==> config.mk <==
export PLATFORM = sky130hd
export DESIGN_NAME = aspc_top
export DESIGN_NICKNAME = d
export VERILOG_FILES = /design/src/aspc_pkg.sv /design/src/aspc_sync.sv /design/src/aspc_clkmon.sv /design/src/aspc_top.sv
export SDC_FILE = /design/constraint.sdc
export NUM_CORES = 1
export LEC_CHECK = 0
export BUFFER_PORTS_ARGS = -buffer_cell sky130_fd_sc_hd__buf_2
export CAP_MARGIN = 5
export CORE_ASPECT_RATIO = 2
export CORE_MARGIN = 3
export CORE_UTILIZATION = 38
export CTS_CLUSTER_DIAMETER = 120
export CTS_CLUSTER_SIZE = 40
export DETAILED_ROUTE_END_ITERATION = 8
export PLACE_DENSITY = 0.6
export SLEW_MARGIN = 5
export SYNTH_ARGS = -nofsm -noshare
export SYNTH_HDL_FRONTEND = slang
export SYNTH_SLANG_ARGS = --single-unit
==> constraint.sdc <==
create_clock -name pclk -period 20.8 [get_ports pclk]
set_input_delay 1.04 -clock pclk [delete_from_list [all_inputs] [get_ports pclk]]
set_output_delay 1.04 -clock pclk [all_outputs]
set_load 0.02 [all_outputs]
==> src/aspc_pkg.sv <==
// Shared constants for the amplifier supply and protection controller.
package aspc_pkg;

  // ****************************************************************
  // Register byte offsets.
  // ****************************************************************
  localparam logic [7:0] OFS_CTRL   = 8'h00;
  localparam logic [7:0] OFS_GAIN   = 8'h04;
  localparam logic [7:0] OFS_THRESH = 8'h08;
  localparam logic [7:0] OFS_FLASH  = 8'h0C;
  localparam logic [7:0] OFS_MASK   = 8'h10;
  localparam logic [7:0] OFS_STAT1  = 8'h14;
  localparam logic [7:0] OFS_STAT3  = 8'h18;
  localparam logic [7:0] OFS_LIVE   = 8'h1C;

  // ****************************************************************
  // Control register fields.
  // ****************************************************************
  localparam int CTL_CLASSG    = 0;
  localparam int CTL_AUD_BOOST = 1;
  localparam int CTL_SMS_LO    = 2;
  localparam int CTL_HALVE     = 4;
  localparam int CTL_K1024     = 5;
  localparam int CTL_FLT_RLS   = 6;
  localparam int CTL_OVERHEAT_RELEASE   = 7;
  localparam int CTL_PDN       = 8;
  localparam int CTL_W         = 9;
  localparam logic [CTL_W-1:0] CTL_RESET = 9'h001;

  // ****************************************************************
  // Other register widths and reset values.
  // ****************************************************************
  localparam int GAIN_W = 2;
  localparam logic [GAIN_W-1:0] GAIN_DEFAULT = 2'h0;
  localparam int THR_W = 12;
  localparam logic [THR_W-1:0] THR_RESET = 12'h0_F0;
  localparam int FLS_W = 8;
  localparam logic [FLS_W-1:0] FLS_RESET = 8'h3F;
  localparam int SET_W = 4;

  // ****************************************************************
  // Flag and mask bit positions, shared by status and mask registers.
  // ****************************************************************
  localparam int FLG_FAULT  = 0;
  localparam int FLG_OTE    = 1;
  localparam int FLG_OTW    = 2;
  localparam int FLG_LOW_BATTERY_FLAG = 3;
  localparam int FLG_CURLIM = 4;
  localparam int FLG_W      = 5;
  localparam int STAT1_W    = 3;
  localparam logic [FLG_W-1:0] MASK_RESET = 5'h1F;
  localparam logic [FLG_W-1:0] STAT1_BITS = 5'h07;
  localparam logic [FLG_W-1:0] STAT3_BITS = 5'h18;

  // ****************************************************************
  // Supply rail codes, ordered from lowest to highest rail, then the LED supply mode select codes.
  // ****************************************************************
  localparam logic [1:0] RAIL_BYPASS = 2'h0;
  localparam logic [1:0] RAIL_LED    = 2'h1;
  localparam logic [1:0] RAIL_BOOST5 = 2'h2;
  localparam logic [1:0] SMS_LED     = 2'h0;
  localparam logic [1:0] SMS_BYPASS  = 2'h1;

  // ****************************************************************
  // Class G threshold arithmetic.
  // ****************************************************************
  localparam logic [12:0] BOOST_MV   = 13'h1388;
  localparam logic [10:0] K_ONE_MIL  = 11'h3E8;
  localparam logic [10:0] K_1024_MIL = 11'h400;
  localparam logic [13:0] THON_LMUL  = 14'h0BB8;
  localparam logic [2:0]  THON_RMUL  = 3'h2;
  localparam logic [13:0] THOFF_LMUL = 14'h3A98;
  localparam logic [2:0]  THOFF_RMUL = 3'h4;
  localparam logic [4:0]  GAIN_FRAC  = 5'h10;
  localparam logic [7:0]  GAIN_Q_9DB  = 8'h2D;
  localparam logic [7:0]  GAIN_Q_12DB = 8'h40;
  localparam logic [7:0]  GAIN_Q_15DB = 8'h5A;
  localparam logic [7:0]  GAIN_Q_18DB = 8'h7F;

  // ****************************************************************
  // Clock monitor timing.
  // ****************************************************************
  localparam int PCLK_PERIOD_PS = 8000;
  localparam int MCLK_STOP_NS   = 1000;
  localparam int MCLK_STOP_CYC  = (MCLK_STOP_NS * 1000) / PCLK_PERIOD_PS;
  localparam int STOP_W         = 8;
  localparam logic [1:0] BOOST_DIV_LAST = 2'h2;

endpackage

==> src/aspc_sync.sv <==
// Two flip-flop synchroniser for a bundle of asynchronous levels.
`timescale 1ns/1ps
`default_nettype none
module aspc_sync #(
  parameter int W = 1
) (
  // Clock and reset.
  input  wire logic         pclk,
  input  wire logic         presetn,
  // Levels in and out.
  input  wire logic [W-1:0] async_in,
  output logic      [W-1:0] sync_out
);

  typedef struct packed {
    logic [W-1:0] s1;
    logic [W-1:0] s2;
  } aspc_sync_st_t;

  aspc_sync_st_t st_q;
  aspc_sync_st_t st_d;

  always_comb begin
    st_d    = st_q;
    st_d.s1 = async_in;
    st_d.s2 = st_q.s1;
  end

  always_ff @(posedge pclk or negedge presetn) begin
    if (!presetn) begin
      st_q <= '0;
    end else begin
      st_q <= st_d;
    end
  end

  assign sync_out = st_q.s2;

endmodule
`default_nettype wire

==> src/aspc_clkmon.sv <==
// Master clock watchdog and boost switching rate generator.
`timescale 1ns/1ps
`default_nettype none
module aspc_clkmon
  import aspc_pkg::*;
(
  // Clock and reset.
  input  wire logic pclk,
  input  wire logic presetn,
  // Synchronised master clock level and divide setting.
  input  wire logic mclk_sync,
  input  wire logic halve,
  // Results.
  output logic      tick_2mhz,
  output logic      clock_lost
);

  typedef struct packed {
    logic              prev;
    logic              phase;
    logic [1:0]        div;
    logic [STOP_W-1:0] stop;
    logic              lost;
    logic              tick;
  } aspc_clkmon_st_t;

  aspc_clkmon_st_t st_q;
  aspc_clkmon_st_t st_d;
  logic            rise;
  logic            int_tick;

  always_comb begin
    st_d     = st_q;
    rise     = mclk_sync & ~st_q.prev;
    int_tick = 1'b0;
    st_d.prev = mclk_sync;
    st_d.tick = 1'b0;
    if (rise) begin
      st_d.phase = ~st_q.phase;
      int_tick   = ~halve | st_q.phase;
    end
    if (int_tick) begin
      if (st_q.div == BOOST_DIV_LAST) begin
        st_d.div  = '0;
        st_d.tick = ~st_q.lost;
      end else begin
        st_d.div = st_q.div + 2'h1;
      end
    end
    // Each rising edge restarts the watchdog, so only a gap of more than 125 cycles between rising edges trips it.
    if (rise) begin
      st_d.stop = '0;
      st_d.lost = 1'b0;
    end else if (st_q.stop == STOP_W'(MCLK_STOP_CYC)) begin
      st_d.lost = 1'b1;
    end else begin
      st_d.stop = st_q.stop + STOP_W'(1);
    end
  end

  always_ff @(posedge pclk or negedge presetn) begin
    if (!presetn) begin
      st_q <= '0;
    end else begin
      st_q <= st_d;
    end
  end

  assign tick_2mhz  = st_q.tick;
  assign clock_lost = st_q.lost;

endmodule
`default_nettype wire

==> src/aspc_top.sv <==
// Supply selection, fault protection and host registers of the amplifier.
//
// The register addresses and the APB register port were left to the implementer.
`timescale 1ns/1ps
`default_nettype none
module aspc_top
  import aspc_pkg::*;
(
  // Clock and reset.
  input  wire logic              pclk,
  input  wire logic              presetn,
  // APB slave.
  input  wire logic              psel,
  input  wire logic              penable,
  input  wire logic              pwrite,
  input  wire logic [7:0]        paddr,
  input  wire logic [31:0]       pwdata,
  output logic      [31:0]       prdata,
  output logic                   pready,
  output logic                   pslverr,
  // Asynchronous status pins.
  input  wire logic              mclk_pin,
  input  wire logic              out_mismatch,
  input  wire logic              temp_warn,
  input  wire logic              temp_err,
  input  wire logic              vp_uvlo,
  input  wire logic              batt_below_th,
  input  wire logic              batt_above_recov,
  input  wire logic              curlim_hit,
  input  wire logic              flash_active,
  input  wire logic              flash_trigger_pin,
  input  wire logic              flash_inhibit_pin,
  input  wire logic              led_active,
  // Measurements from converters on pclk.
  input  wire logic [11:0]       audio_level_mv,
  input  wire logic [12:0]       battery_mv,
  // Interrupt to host, active low.
  output logic                   int_n,
  // Amplifier control.
  output logic                   amp_enable,
  output logic                   amp_hiz,
  output logic                   amp_clamp_gnd,
  output logic      [GAIN_W-1:0] amp_gain,
  // Boost converter control.
  output logic      [1:0]        rail_sel,
  output logic                   boost_switch,
  output logic      [SET_W-1:0]  inductor_peak_limit,
  // Battery and LED control.
  output logic      [SET_W-1:0]  low_battery_threshold,
  output logic      [SET_W-1:0]  battery_recovery_threshold,
  output logic      [SET_W-1:0]  flash_current,
  output logic                   led_enable,
  // Power domains.
  output logic                   analog_enable,
  output logic                   serial_port_pd
);

  // ****************************************************************
  // Input synchronisation and clock monitoring.
  // ****************************************************************
  localparam int NSYNC = 12;
  logic [NSYNC-1:0] pins_s;
  logic             tick_2mhz;
  logic             clock_lost;

  aspc_sync #(.W(NSYNC)) u_sync (
    .pclk     (pclk),
    .presetn  (presetn),
    .async_in ({led_active, flash_inhibit_pin, flash_trigger_pin, flash_active,
                curlim_hit, batt_above_recov, batt_below_th, vp_uvlo,
                temp_err, temp_warn, out_mismatch, mclk_pin}),
    .sync_out (pins_s)
  );

  logic mclk_s, mism_s, twarn_s, terr_s;
  logic uvlo_s, below_s, recov_s, curlim_s;
  logic flash_s, trig_s, inh_s, led_s;
  assign {led_s, inh_s, trig_s, flash_s, curlim_s, recov_s, below_s, uvlo_s,
          terr_s, twarn_s, mism_s, mclk_s} = pins_s;

  typedef struct packed {
    logic              pready;
    logic              pslverr;
    logic [31:0]       prdata;
    logic [CTL_W-1:0]  ctrl;
    logic [GAIN_W-1:0] gain;
    logic [THR_W-1:0]  thr;
    logic [FLS_W-1:0]  fls;
    logic [FLG_W-1:0]  mask;
    logic [FLG_W-1:0]  flags;
    logic [FLG_W-1:0]  pend;
    logic [FLG_W-1:0]  cond_prev;
    logic              cg_boost;
    logic              short_latch;
    logic              ote_latch;
    logic              low_battery_flag_mode;
    logic              led_blocked;
    logic              trig_prev;
    logic              inh_prev;
    logic              int_n;
    logic              amp_enable;
    logic              amp_hiz;
    logic              amp_clamp;
    logic [1:0]        rail;
    logic              boost_sw;
    logic              analog_en;
    logic              sport_pd;
    logic              led_en;
    logic [SET_W-1:0]  flash_cur;
  } aspc_top_st_t;

  localparam aspc_top_st_t ST_RESET = '{
    ctrl: CTL_RESET, gain: GAIN_DEFAULT, thr: THR_RESET, fls: FLS_RESET,
    mask: MASK_RESET, int_n: 1'b1, rail: RAIL_BYPASS, sport_pd: 1'b1,
    default: '0};

  aspc_top_st_t st_q;
  aspc_top_st_t st_d;

  aspc_clkmon u_clkmon (
    .pclk       (pclk),
    .presetn    (presetn),
    .mclk_sync  (mclk_s),
    .halve      (st_q.ctrl[CTL_HALVE]),
    .tick_2mhz  (tick_2mhz),
    .clock_lost (clock_lost)
  );

  // ****************************************************************
  // Helper functions.
  // ****************************************************************
  // Both thresholds reduce to a cross-multiplied compare, so no divider is needed.
  function automatic logic level_exceeds(input logic [11:0] lvl,
                                         input logic [7:0]  gq,
                                         input logic [12:0] boosted_rail_mv,
                                         input logic [10:0] kmil,
                                         input logic [13:0] lmul,
                                         input logic [2:0]  rmul);
    logic [39:0] lhs;
    logic [39:0] rhs;
    lhs = 40'(lvl) * 40'(gq) * 40'(lmul);
    rhs = 40'(rmul) * 40'(kmil) * 40'(boosted_rail_mv) * 40'(GAIN_FRAC);
    return lhs > rhs;
  endfunction

  function automatic logic [7:0] gain_ratio(input logic [GAIN_W-1:0] idx);
    case (idx)
      2'h0:    return GAIN_Q_9DB;
      2'h1:    return GAIN_Q_12DB;
      2'h2:    return GAIN_Q_15DB;
      default: return GAIN_Q_18DB;
    endcase
  endfunction

  function automatic logic [1:0] rail_max(input logic [1:0] a, input logic [1:0] b);
    return (a > b) ? a : b;
  endfunction

  // ****************************************************************
  // Next state.
  // ****************************************************************
  logic             setup, access, wr, rd, hit;
  logic [31:0]      rdata;
  logic [FLG_W-1:0] cond;
  logic [FLG_W-1:0] rd_clr;
  logic [12:0]      boosted_rail_mv;
  logic [10:0]      kmil;
  logic             above_on, above_off, fault_hold, ote_hold, pdn;
  logic [1:0]       cg_rail;
  logic [1:0]       rail;
  logic             hiz;

  always_comb begin
    st_d   = st_q;
    setup  = psel & ~penable;
    access = psel & penable & st_q.pready;
    wr     = access & pwrite & ~st_q.pslverr;
    rd     = access & ~pwrite & ~st_q.pslverr;
    hit    = 1'b1;
    rdata  = '0;
    case (paddr)
      OFS_CTRL:   rdata = 32'(st_q.ctrl);
      OFS_GAIN:   rdata = 32'(st_q.gain);
      OFS_THRESH: rdata = 32'(st_q.thr);
      OFS_FLASH:  rdata = 32'(st_q.fls);
      OFS_MASK:   rdata = 32'(st_q.mask);
      OFS_STAT1:  rdata = 32'(st_q.flags[STAT1_W-1:0]);
      OFS_STAT3:  rdata = 32'(st_q.flags[FLG_W-1:STAT1_W]);
      OFS_LIVE:   rdata = 32'({st_q.led_blocked, st_q.low_battery_flag_mode, st_q.rail,
                               clock_lost, uvlo_s, st_q.amp_hiz});
      default:    hit = 1'b0;
    endcase

    // A bus transfer is answered in its first access cycle.
    st_d.pready  = setup;
    st_d.pslverr = setup & ~hit;
    if (setup) begin
      st_d.prdata = pwrite ? '0 : rdata;
    end
    if (wr) begin
      case (paddr)
        OFS_CTRL:   st_d.ctrl = pwdata[CTL_W-1:0];
        OFS_GAIN:   st_d.gain = pwdata[GAIN_W-1:0];
        OFS_THRESH: st_d.thr  = pwdata[THR_W-1:0];
        OFS_FLASH:  st_d.fls  = pwdata[FLS_W-1:0];
        OFS_MASK:   st_d.mask = pwdata[FLG_W-1:0];
        default:    st_d.thr  = st_q.thr;
      endcase
    end
    pdn = st_q.ctrl[CTL_PDN];
    if (uvlo_s) begin
      st_d.gain = GAIN_DEFAULT;
    end

    // Release works on the one-to-zero edge of its bit, and only once the cause is gone.
    fault_hold = st_q.ctrl[CTL_FLT_RLS] & ~st_d.ctrl[CTL_FLT_RLS];
    ote_hold   = st_q.ctrl[CTL_OVERHEAT_RELEASE] & ~st_d.ctrl[CTL_OVERHEAT_RELEASE];
    if (mism_s) begin
      st_d.short_latch = 1'b1;
    end else if (fault_hold) begin
      st_d.short_latch = 1'b0;
    end
    if (terr_s) begin
      st_d.ote_latch = 1'b1;
    end else if (ote_hold) begin
      st_d.ote_latch = 1'b0;
    end

    // Low battery mode starts only inside a flash and ends at the recovery level.
    if (!st_q.low_battery_flag_mode && below_s && flash_s) begin
      st_d.low_battery_flag_mode = 1'b1;
    end else if (st_q.low_battery_flag_mode && recov_s) begin
      st_d.low_battery_flag_mode = 1'b0;
    end
    st_d.flash_cur = (st_q.low_battery_flag_mode | inh_s) ? st_q.fls[FLS_W-1:SET_W]
                                                : st_q.fls[SET_W-1:0];

    // Sticky flags: a set in the cycle of a clearing read wins over the clear.
    cond = '0;
    cond[FLG_FAULT]  = mism_s;
    cond[FLG_OTE]    = terr_s;
    cond[FLG_OTW]    = twarn_s;
    cond[FLG_LOW_BATTERY_FLAG] = st_q.low_battery_flag_mode;
    cond[FLG_CURLIM] = curlim_s;
    rd_clr = '0;
    if (rd && paddr == OFS_STAT1) begin
      rd_clr = STAT1_BITS;
    end else if (rd && paddr == OFS_STAT3) begin
      rd_clr = STAT3_BITS;
    end
    st_d.cond_prev = cond;
    st_d.flags = (st_q.flags & ~(rd_clr & ~cond)) | cond;
    st_d.pend  = (st_q.pend & ~rd_clr) | (cond & ~st_q.cond_prev);
    st_d.int_n = ~|(st_d.pend & ~st_d.mask);

    // Class G decision with hysteresis between the two thresholds.
    boosted_rail_mv   = (st_q.rail == RAIL_BOOST5) ? BOOST_MV : battery_mv;
    kmil      = st_q.ctrl[CTL_K1024] ? K_1024_MIL : K_ONE_MIL;
    above_on  = level_exceeds(audio_level_mv, gain_ratio(st_q.gain), boosted_rail_mv, kmil,
                              THON_LMUL, THON_RMUL);
    above_off = level_exceeds(audio_level_mv, gain_ratio(st_q.gain), boosted_rail_mv, kmil,
                              THOFF_LMUL, THOFF_RMUL);
    if (above_on) begin
      st_d.cg_boost = 1'b1;
    end else if (!above_off) begin
      st_d.cg_boost = 1'b0;
    end
    cg_rail = st_q.cg_boost ? RAIL_BOOST5 : RAIL_BYPASS;

    // Supply rail selection; protective bypass overrides every mode.
    if (st_q.ote_latch || clock_lost || uvlo_s || pdn) begin
      rail = RAIL_BYPASS;
    end else if (st_q.ctrl[CTL_CLASSG]) begin
      rail = led_s ? rail_max(cg_rail, RAIL_LED) : cg_rail;
    end else if (led_s) begin
      case (st_q.ctrl[CTL_SMS_LO +: 2])
        SMS_LED:    rail = RAIL_LED;
        SMS_BYPASS: rail = RAIL_BYPASS;
        default:    rail = RAIL_BOOST5;
      endcase
    end else begin
      rail = st_q.ctrl[CTL_AUD_BOOST] ? RAIL_BOOST5 : RAIL_BYPASS;
    end
    st_d.rail     = rail;
    st_d.boost_sw = tick_2mhz & (rail != RAIL_BYPASS);

    // Amplifier: a stopped clock clamps, a fault or lockout floats the outputs.
    hiz             = st_q.short_latch | st_q.ote_latch | uvlo_s | pdn;
    st_d.amp_clamp  = clock_lost;
    st_d.amp_hiz    = hiz & ~clock_lost;
    st_d.amp_enable = ~hiz & ~clock_lost;

    // Analog and serial port power follow the lockout by themselves.
    st_d.analog_en = ~uvlo_s & ~pdn;
    st_d.sport_pd  = uvlo_s | pdn;

    // LEDs stay dark after an overheat until a new trigger or inhibit edge.
    st_d.trig_prev = trig_s;
    st_d.inh_prev  = inh_s;
    if (st_q.ote_latch) begin
      st_d.led_blocked = 1'b1;
    end else if ((trig_s & ~st_q.trig_prev) | (inh_s & ~st_q.inh_prev)) begin
      st_d.led_blocked = 1'b0;
    end
    st_d.led_en = ~st_q.ote_latch & ~st_q.led_blocked & ~uvlo_s & ~pdn
                  & ~clock_lost;
  end

  always_ff @(posedge pclk or negedge presetn) begin
    if (!presetn) begin
      st_q <= ST_RESET;
    end else begin
      st_q <= st_d;
    end
  end

  // ****************************************************************
  // Outputs.
  // ****************************************************************
  assign prdata                     = st_q.prdata;
  assign pready                     = st_q.pready;
  assign pslverr                    = st_q.pslverr;
  assign int_n                      = st_q.int_n;
  assign amp_enable                 = st_q.amp_enable;
  assign amp_hiz                    = st_q.amp_hiz;
  assign amp_clamp_gnd              = st_q.amp_clamp;
  assign amp_gain                   = st_q.gain;
  assign rail_sel                   = st_q.rail;
  assign boost_switch               = st_q.boost_sw;
  assign inductor_peak_limit        = st_q.thr[THR_W-1:2*SET_W];
  assign low_battery_threshold      = st_q.thr[SET_W-1:0];
  assign battery_recovery_threshold = st_q.thr[2*SET_W-1:SET_W];
  assign flash_current              = st_q.flash_cur;
  assign led_enable                 = st_q.led_en;
  assign analog_enable              = st_q.analog_en;
  assign serial_port_pd             = st_q.sport_pd;

endmodule
`default_nettype wire

* Yosys cells after proc, flatten, opt, wreduce, memory -nomap -nowiden
Index checks and enable logic that the tools add are counted.
W data, S select, Z words.
** Storage, ports and cells
- Flip-flop bits (word level) :: 144
- Bits in latches :: 0
- RAM bits :: 0
- Memory bits (read-only) :: 0
- Bits of input ports :: 82
- Logic and storage cells :: 187
- Memories kept :: 0
** Operators by class
- Add/sub/neg operators :: 2
- Multipliers :: 5
- Divide/modulo/power cells :: 0
- Order comparisons :: 3
- Eq/ne operators :: 15
- Shift operators :: 0
- Muxes and demuxes :: 41
- Bitwise logic cells :: 57
- Reductions and logical operators :: 27
** Operators by type and width (count)
- $pmux W12 S8 :: 1
- $mul A11 B13 Y24 :: 2
- $mux W35 :: 1
- $gt A34 B30 Y1 :: 1
- $eq A8 B5 Y1 const B :: 4
- $gt A32 B29 Y1 :: 1
- $mux W32 :: 1
- $mul A20 B11 Y31 const B :: 1
- $mul A20 B9 Y29 const B :: 1
- $and A5 B5 Y5 :: 5
- $not A5 Y5 :: 5
- $mux W8 :: 3
- $and A1 B1 Y1 :: 21
- $pmux W7 S3 :: 1
- $mul A12 B8 Y20 :: 1
- $mux W2 :: 10
- $not A1 Y1 :: 17
- $eq A8 B4 Y1 const B :: 2
- $reduce_bool A2 Y1 :: 8
- $mux W1 :: 15
- $mux W5 :: 3
- $mux W13 :: 1
- $mux W12 :: 1
- $mux W11 :: 1
- 22 further kinds :: 43

* Longest topological paths before layout
Gate-level depths: netlist of run 1.
- Depth in word-level cells :: 13
- Gate-level depth with buffers :: 48
- Depth with buffers taken out :: 47

* By module
From an unflattened synthesis of run 1, not the netlist that was laid out.
** Unflattened totals
- Cell total of the unflattened synthesis :: 2017
- Area total of the unflattened synthesis :: 19112.1 sq um
** Modules (own cells, without submodules)
- aspc_top :: instances 1, cells an instance 1931, area each 17848.4 sq um, seq. area each 2174.6 sq um
- aspc_clkmon :: instances 1, cells an instance 62, area each 663.1 sq um, seq. area each 350.3 sq um
- aspc_sync :: instances 1, cells an instance 24, area each 600.6 sq um, seq. area each 600.6 sq um

* Worst setup path after synthesis of run 1
OpenSTA, ideal clock, no wires.
- Path type :: reg-to-reg
- Start point :: register st_q (netlist bit amp_gain[0])
- End point :: register st_q[20] in the netlist's numbering
- Setup time :: 0.129 ns
- Data arrival time :: 11.030 ns
- Required time :: 20.671 ns
- Path slack :: 9.642 ns
- Cell stages (with the launch flop) :: 44
- Buffers on the path :: 1
- Clock period less this slack :: 11.158 ns
- Path through :: dfrtp_1 -> inv_1 -> ha_1 -> or2_2 -> clkbuf_1 -> and2_1 -> fa_1 -> inv_1 -> fa_1 -> inv_1 -> fa_1 -> inv_1 -> fa_1 -> inv_1 -> ha_1 -> a21boi_0 -> nor2_1 -> inv_1 -> [8 not listed] -> ha_1 -> or3_1 -> o21ai_0 -> a21oi_1 -> a31o_1 -> a41o_1 -> or4_4 -> a311oi_1 -> xnor2_1 -> ha_1 -> nand4_1 -> nor2_1 -> nand2_1 -> nor4_1 -> o21ai_0 -> a221oi_1 -> o2111ai_1 -> a2111o_1
** On the way
- Longest elaborated chain between the ends :: 6
- Elaborated cells between the ends (all ways) :: 11
** RTL lines
- start, declared :: RTL line aspc_top.sv:117 : aspc_top_st_t st_q;
- start signal, assigned :: RTL line aspc_top.sv:313 : st_q <= st_d;
- $eq A2 B2 Y1 (tied with other cells) :: RTL line aspc_top.sv:147 : case (idx)
- $pmux W7 S3 * :: RTL line aspc_top.sv:147
- $mul A12 B8 Y20 * :: RTL line aspc_top.sv:141 : lhs = 40'(lvl) * 40'(gq) * 40'(lmul);
- $mul A20 B11 Y31 or $mul A20 B9 Y29 (tied branches) :: RTL line aspc_top.sv:141
- $gt A34 B30 Y1 or $gt A32 B29 Y1 (tied branches) :: RTL line aspc_top.sv:143 : return lhs > rhs;
- $ne A2 B2 Y1 (no line) or $mux W1 (tied branches)
Every way passes the cells marked *; elsewhere a longest branch is shown, timed or not.
A chain may end at the register's enable or synchronous reset.

* Worst setup path in the final report of run 1
Ends and elaborated chain as after synthesis.

==> reports/metrics.csv, run 1 <==
metric;value;unit
crit-path max cell delay;850;ps
antenna violations before repair;1;
Crit Path Class;register to register;
die height;322;um
global-route usage over all layers;0.193;
Final WS setup;6850;ps
clk buf depth;2;
largest net degree at the start of global routing;75;
clk_lat worst skew;410;ps
# resized after CTS;0;
Max Transition Viols Final;0;
Area Growth Syn to Fin;8.63;%
Via Count;13785;
Post-CTS Hold Buffers;0;
filler cell count;4827;
crit end category;register;
Mapped Avg Cell Area;9.48;um^2
final setup fails;0;
Clock transition at path regs;60;ps
global route overflow;0;
status;complete, no violations;
post-detailed-route wirelength per cell;18.0;um
sequential element share of the synthesized area;0.165;
DR WL met3;1240;um
Max Used Layer;met5;
GP Congestion;0.919;
setup slack at placement;6820;ps
Ant. Diodes;0;
wl on met1;15200;um
final wirelength;49200;um
Hold Path Depth;0;
WP data required;21100;ps
Post-synth EDFFs;0;
Die X;164;um
Synth Cell Area;19000;um^2
post-synth top area cell;fa_1;
register bit total from synthesis;124;
slew margin rel.;0.321;
DRC;0;
Port Buffer Count;103;
synth top area cells;fa_1 24%, ha_1 21%, dfrtp_1 14%, inv_1 8.0%, xnor2_1 3.1%;
synth unique cells;67;
setup bufs post-CTS;0;
worst-path fanout max;14;
fin cells;2727;
Synth Instances;2001;
CTS tree;done;
register area;3130;um^2
final net count;2697;
Rows;115;
Initial Util;0.386;
final period utilization;0.670;
Max-cap violations;0;
cts bufs inserted;17;
area of the die;52800;um^2
TritonCTS Sinks;124;
slowest CP cell;nor4_1;
HPWL Detailed;44000;um
setup TNS;0;ps
clk root buf;clkbuf_16;
IO Count;144;
CORE AREA;49200;um^2
first-pass GRT wire length;78900;um
Layout Skew;5.76;ps
met2 routed WL;29200;um
share of post-route cells with drive strength above 1;0.107;
CP Data Arrival Time;14240;ps
most frequent cell after synthesis;inv_1;
Final Critical Period;13950;ps
crit start category;register;
H-tree Lvls;4;
ANT nets after route;0;
detail-routed via count per cell;5.06;
Fmax;71.7;MHz
post-synth top area share;0.236;
Synth top cells by count;405 x inv_1, 320 x ha_1, 224 x fa_1;
initial drt markers;396;
Tightest Pin Transition;1010;ps
multi-input logic area;13900;um^2
Synth warnings;0;
Worst Reg-to-Reg Cells;42;
First-pass DRT Iterations;7;
RSZ-0062 raised after global routing;false;
Main synth FF type;dfrtp_1;
vias in the first global route;15434;
Placed Instances;2695;
Fin. Hold Viols;0;
Hold Crit Class;register to register;
Async SR Flop Fraction;1.00;
worst paths after layout:
kind / from / end / slack, ps
setup / recovery: amp_gain[0] / st_q[20] / 6850
hold / removal: u_sync.st_d[4] / u_sync.sync_out[4] / 350
setup reg to reg: amp_gain[0] / st_q[20] / 6850
hold reg to reg: u_sync.st_d[4] / u_sync.sync_out[4] / 350
max in group asynchronous: presetn / analog_enable / 18810
min in group asynchronous: presetn / u_sync.sync_out[5] / 650
cell families after synthesis:
group | count (synthesis) | share of synthesized area
xor gates and xnor gates | 98 | 0.0452
DFF | 124 | 0.165
other | 1 | 0.000198
muxes | 51 | 0.0296
AOI/OAI and AO/OA | 306 | 0.104
buffers and inverters | 490 | 0.107
and+or+nand+nor | 387 | 0.102
adders and majority gates | 544 | 0.447
metrics by stage:
stage          instance area (um^2)   util  hold slack (ps)
2_1_floorplan                 19000      -              331
3_3_place_gp                  20000  0.405              334
3_5_place_dp                  20000  0.405              335
4_1_cts                       20600  0.419              348
5_1_grt                       20600  0.419              354
6_report                      20600  0.419              346
critical path: cells and delay by family (launching register included):
kind | cells | cell delay (ps)
AO/OA/AOI/OAI | 10 | 2640
buffers and inverters | 9 | 800
AND/OR/NAND/NOR | 9 | 3640
flip-flops | 1 | 550
XOR/XNOR | 1 | 190
adder cells (fa/ha/maj) | 13 | 5990
metal layers:
| metal | global-route usage | up-vias |
|---|---|---|
| met5 | 0 | - |
| met4 | 0.119 | 2 |
| met3 | 0.0172 | 126 |
| met2 | 0.397 | 295 |
| met1 | 0.173 | 6781 |
| li1 | - | 6581 |
flip-flops by register name (all words and copies together), names as in the netlist, 2 cells and up:
| register | flops |
|---|---|
| amp_gain | 2 |
| u_sync.sync_out | 12 |
| prdata | 12 |
| inductor_peak_limit | 4 |
| low_battery_threshold | 4 |
| flash_current | 4 |
| u_clkmon.st_q | 12 |
| rail_sel | 2 |
| u_sync.st_d | 12 |
| battery_recovery_threshold | 4 |
| st_q | 42 |
area by class of cell:
class | count | area share
clock buffers | 20 | 0.0217
clock inverters | 12 | 0.0101
inverters | 405 | 0.0738
multi-input cells | 1406 | 0.674
flip-flops and latches | 124 | 0.152
well taps | 643 | 0.0390
repair buffers | 117 | 0.0302
cell usage in the layout, fill, tap and decap left out, types with 7 or more instances in the layout:
| master | Yosys | routed |
|---|---|---|
| o21a_1 | 14 | 14 |
| fa_1 | 224 | 224 |
| dfstp_2 | 18 | 18 |
| nand2_1 | 100 | 100 |
| nor3_1 | 26 | 26 |
| or2_2 | 9 | 9 |
| xnor2_1 | 68 | 68 |
| mux2_2 | 41 | 41 |
| ha_1 | 320 | 320 |
| nand3_1 | 22 | 22 |
| a21boi_0 | 9 | 9 |
| conb_1 | 1 | 20 |
| nor2b_1 | 48 | 48 |
| buf_4 | 52 | 15 |
| a22oi_1 | 11 | 11 |
| inv_1 | 405 | 405 |
| nand2b_1 | 33 | 33 |
| a21o_1 | 44 | 44 |
| mux2i_1 | 10 | 10 |
| dfrtp_1 | 106 | 106 |
| nand4_1 | 11 | 11 |
| a21oi_1 | 85 | 85 |
| and3_1 | 12 | 12 |
| clkbuf_16 | 0 | 17 |
| nor2_1 | 85 | 85 |
| buf_2 | 1 | 102 |
| xor2_1 | 30 | 30 |
| o21ai_0 | 71 | 71 |
| o21bai_1 | 7 | 7 |
| and2_1 | 13 | 13 |
| or3_1 | 8 | 8 |
Power of run 1 is left out: the tool's default activity adds up to more than one toggle a clock period on the data nets, which glitch-free logic cannot reach.
==> run 2: changes to the inputs <==
Settings changed: ABC_AREA set to 1.
Clock period 20.8 ns to 14.6 ns, I/O delays scaled along.
==> reports/metrics.csv, run 2 <==
metric;value;unit
status;complete, no violations;
H-tree Lvls;4;
detail-routed via count per cell;4.90;
cell mode on critical path;inv_1;
setup slack at placement;3360;ps
setup bufs post-CTS;0;
register bit total from synthesis;124;
CORE AREA;51200;um^2
First-pass DRT Iterations;5;
Finished Cell Area;21500;um^2
initial drt markers;571;
cts bufs inserted;25;
Rows;117;
# resized after CTS;0;
Synth Area in XOR/XNOR;0.0388;
crit path buf inv count;11;
Post-synth EDFFs;0;
Post-Synth Simple-Gate Area;0.154;
Synth Cell Area;19800;um^2
slew margin rel.;0.304;
Crit Path Class;register to register;
Die X;168;um
max FFs per register;42;
Hold WS;344;ps
share of post-route cells with drive strength above 1;0.0811;
commonest non-fill, non-tap cell in the layout;inv_1;
register area;3130;um^2
Async SR Flop Fraction;1.00;
ANT nets after route;0;
global route overflow;0;
crit start category;register;
crit end category;register;
Final Critical Period;11330;ps
vias in the first global route;17401;
global-route usage over all layers;0.205;
RSZ-0062 raised after global routing;false;
Mapped Avg Cell Area;8.06;um^2
final net count;3162;
Fmax;88.3;MHz
Worst path top cell family by delay;adder cells;
Max-cap violations;0;
area of the die;55100;um^2
multi-input logic area;14000;um^2
post-synth top area share;0.226;
Main synth FF type;dfrtp_1;
Tightest Pin Transition;1040;ps
Synth top cells by count;603 x inv_1, 442 x nand2_1, 320 x ha_1;
Via Count;15646;
CP Data Arrival Time;11660;ps
largest net degree at the start of global routing;68;
Synth warnings;0;
post-synthesis compound-gate area fraction;0.0783;
Hold Crit Class;register to register;
Clock transition at path regs;60;ps
final period utilization;0.776;
post-synthesis mux area share;0.00170;
GP Congestion;0.972;
commonest non-fill, non-tap cells in the layout;603 x inv_1, 442 x nand2_1, 320 x ha_1, 224 x fa_1, 155 x nor2_1;
Adder-Cell Fraction of Synth Area;0.428;
sequential element share of the synthesized area;0.158;
first-pass GRT wire length;88800;um
Hold Path Depth;0;
HPWL Detailed;49900;um
worst-path fanout max;11;
largest reg by FF count;st_q;
synth top area cells;fa_1 23%, ha_1 20%, dfrtp_1 13%, inv_1 11%, nand2_1 8.4%;
final wirelength;55500;um
antenna violations before repair;0;
WP data required;14930;ps
Synth Instances;2461;
filler cell count;5192;
post-detailed-route wirelength per cell;17.4;um
synth unique cells;53;
DRC;0;
final setup fails;0;
Post-CTS Hold Buffers;0;
Worst path depth;45;
Max Transition Viols Final;0;
Port Buffer Count;103;
setup TNS;0;ps
IO Count;144;
Area Growth Syn to Fin;8.24;%
CTS tree;done;
Fin. Hold Viols;0;
post-synth top area cell;fa_1;
clk root buf;clkbuf_16;
Layout Skew;14.0;ps
Ant. Diodes;0;
TritonCTS Sinks;124;
die height;329;um
Worst Reg-to-Reg Cells;45;
crit-path max cell delay;660;ps
slowest CP cell;fa_1;
Final WS setup;3270;ps
largest family of logic cells by synthesized area;adder cells;
Initial Util;0.387;
clk_lat worst skew;450;ps
most frequent cell after synthesis;inv_1;
clk buf depth;3;
dpl cell area;20800;um^2
[run 2: cell types whose count changed after synthesis, moves of 21 or more]
cell      previous run  this run
a21o_1              44         6
nor2b_1             48         0
nand3_1             22        64
inv_1              405       603
xnor2_1             68        41
nor2_1              85       155
a21oi_1             85       106
mux2_2              41         3
nand2_1            100       442
nand2b_1            33         0
[run 2: worst paths after layout]
check,startpoint,slack (ps),end
max,amp_gain[0],3270,st_q[20]
min,u_sync.st_d[10],340,u_sync.sync_out[10]
max reg2reg,amp_gain[0],3270,st_q[20]
min reg2reg,u_sync.st_d[10],340,u_sync.sync_out[10]
max in group asynchronous,presetn,12980,prdata[3]
min in group asynchronous,presetn,370,u_sync.sync_out[10]
[run 2: metal layers]
metal,track usage,part of all wire
met3,0.0155,0.022
met2,0.427,0.58
met1,0.176,0.31
met5,0,0
met4,0.144,0.087
[run 2: cell families (layout without fill, tap and decap cells)]
logic type               count (synthesis)  after routing
other                                    1             20
buffers and inverters                  691            752
flip-flops                             124            124
XOR/XNOR                                87             87
adder cells (fa/ha/maj)                544            544
AND/OR/NAND/NOR                        734            734
multiplexers                             3              3
AO/OA/AOI/OAI                          277            277
[run 2: worst register-to-register path: cells and delay by family (launching register included)]
kind            cells  cell delay [ps]
simple gates       13             2220
buf+inv            11              920
compound gates      5              900
xor+xnor            3              830
fa+ha+maj          13             5910
flops               1              420
[run 2: final cells by class]
cell class                      count  share of cell area
Clock buffer                       28              0.0306
Clock inverter                      4             0.00210
Inverter                          614               0.107
Multi-Input combinational cell   1665               0.651
Sequential cell                   124               0.146
Tap cell                          654              0.0381
Timing Repair Buffer              106              0.0252
[run 2: metrics by stage]
stage	instances	util
after floorplan	2480	-
after global placement	3163	0.405
after detailed placement	3163	0.405
after CTS	3195	0.419
after global routing	3195	0.419
final	3195	0.419
Power of run 2 is left out for the same reason.
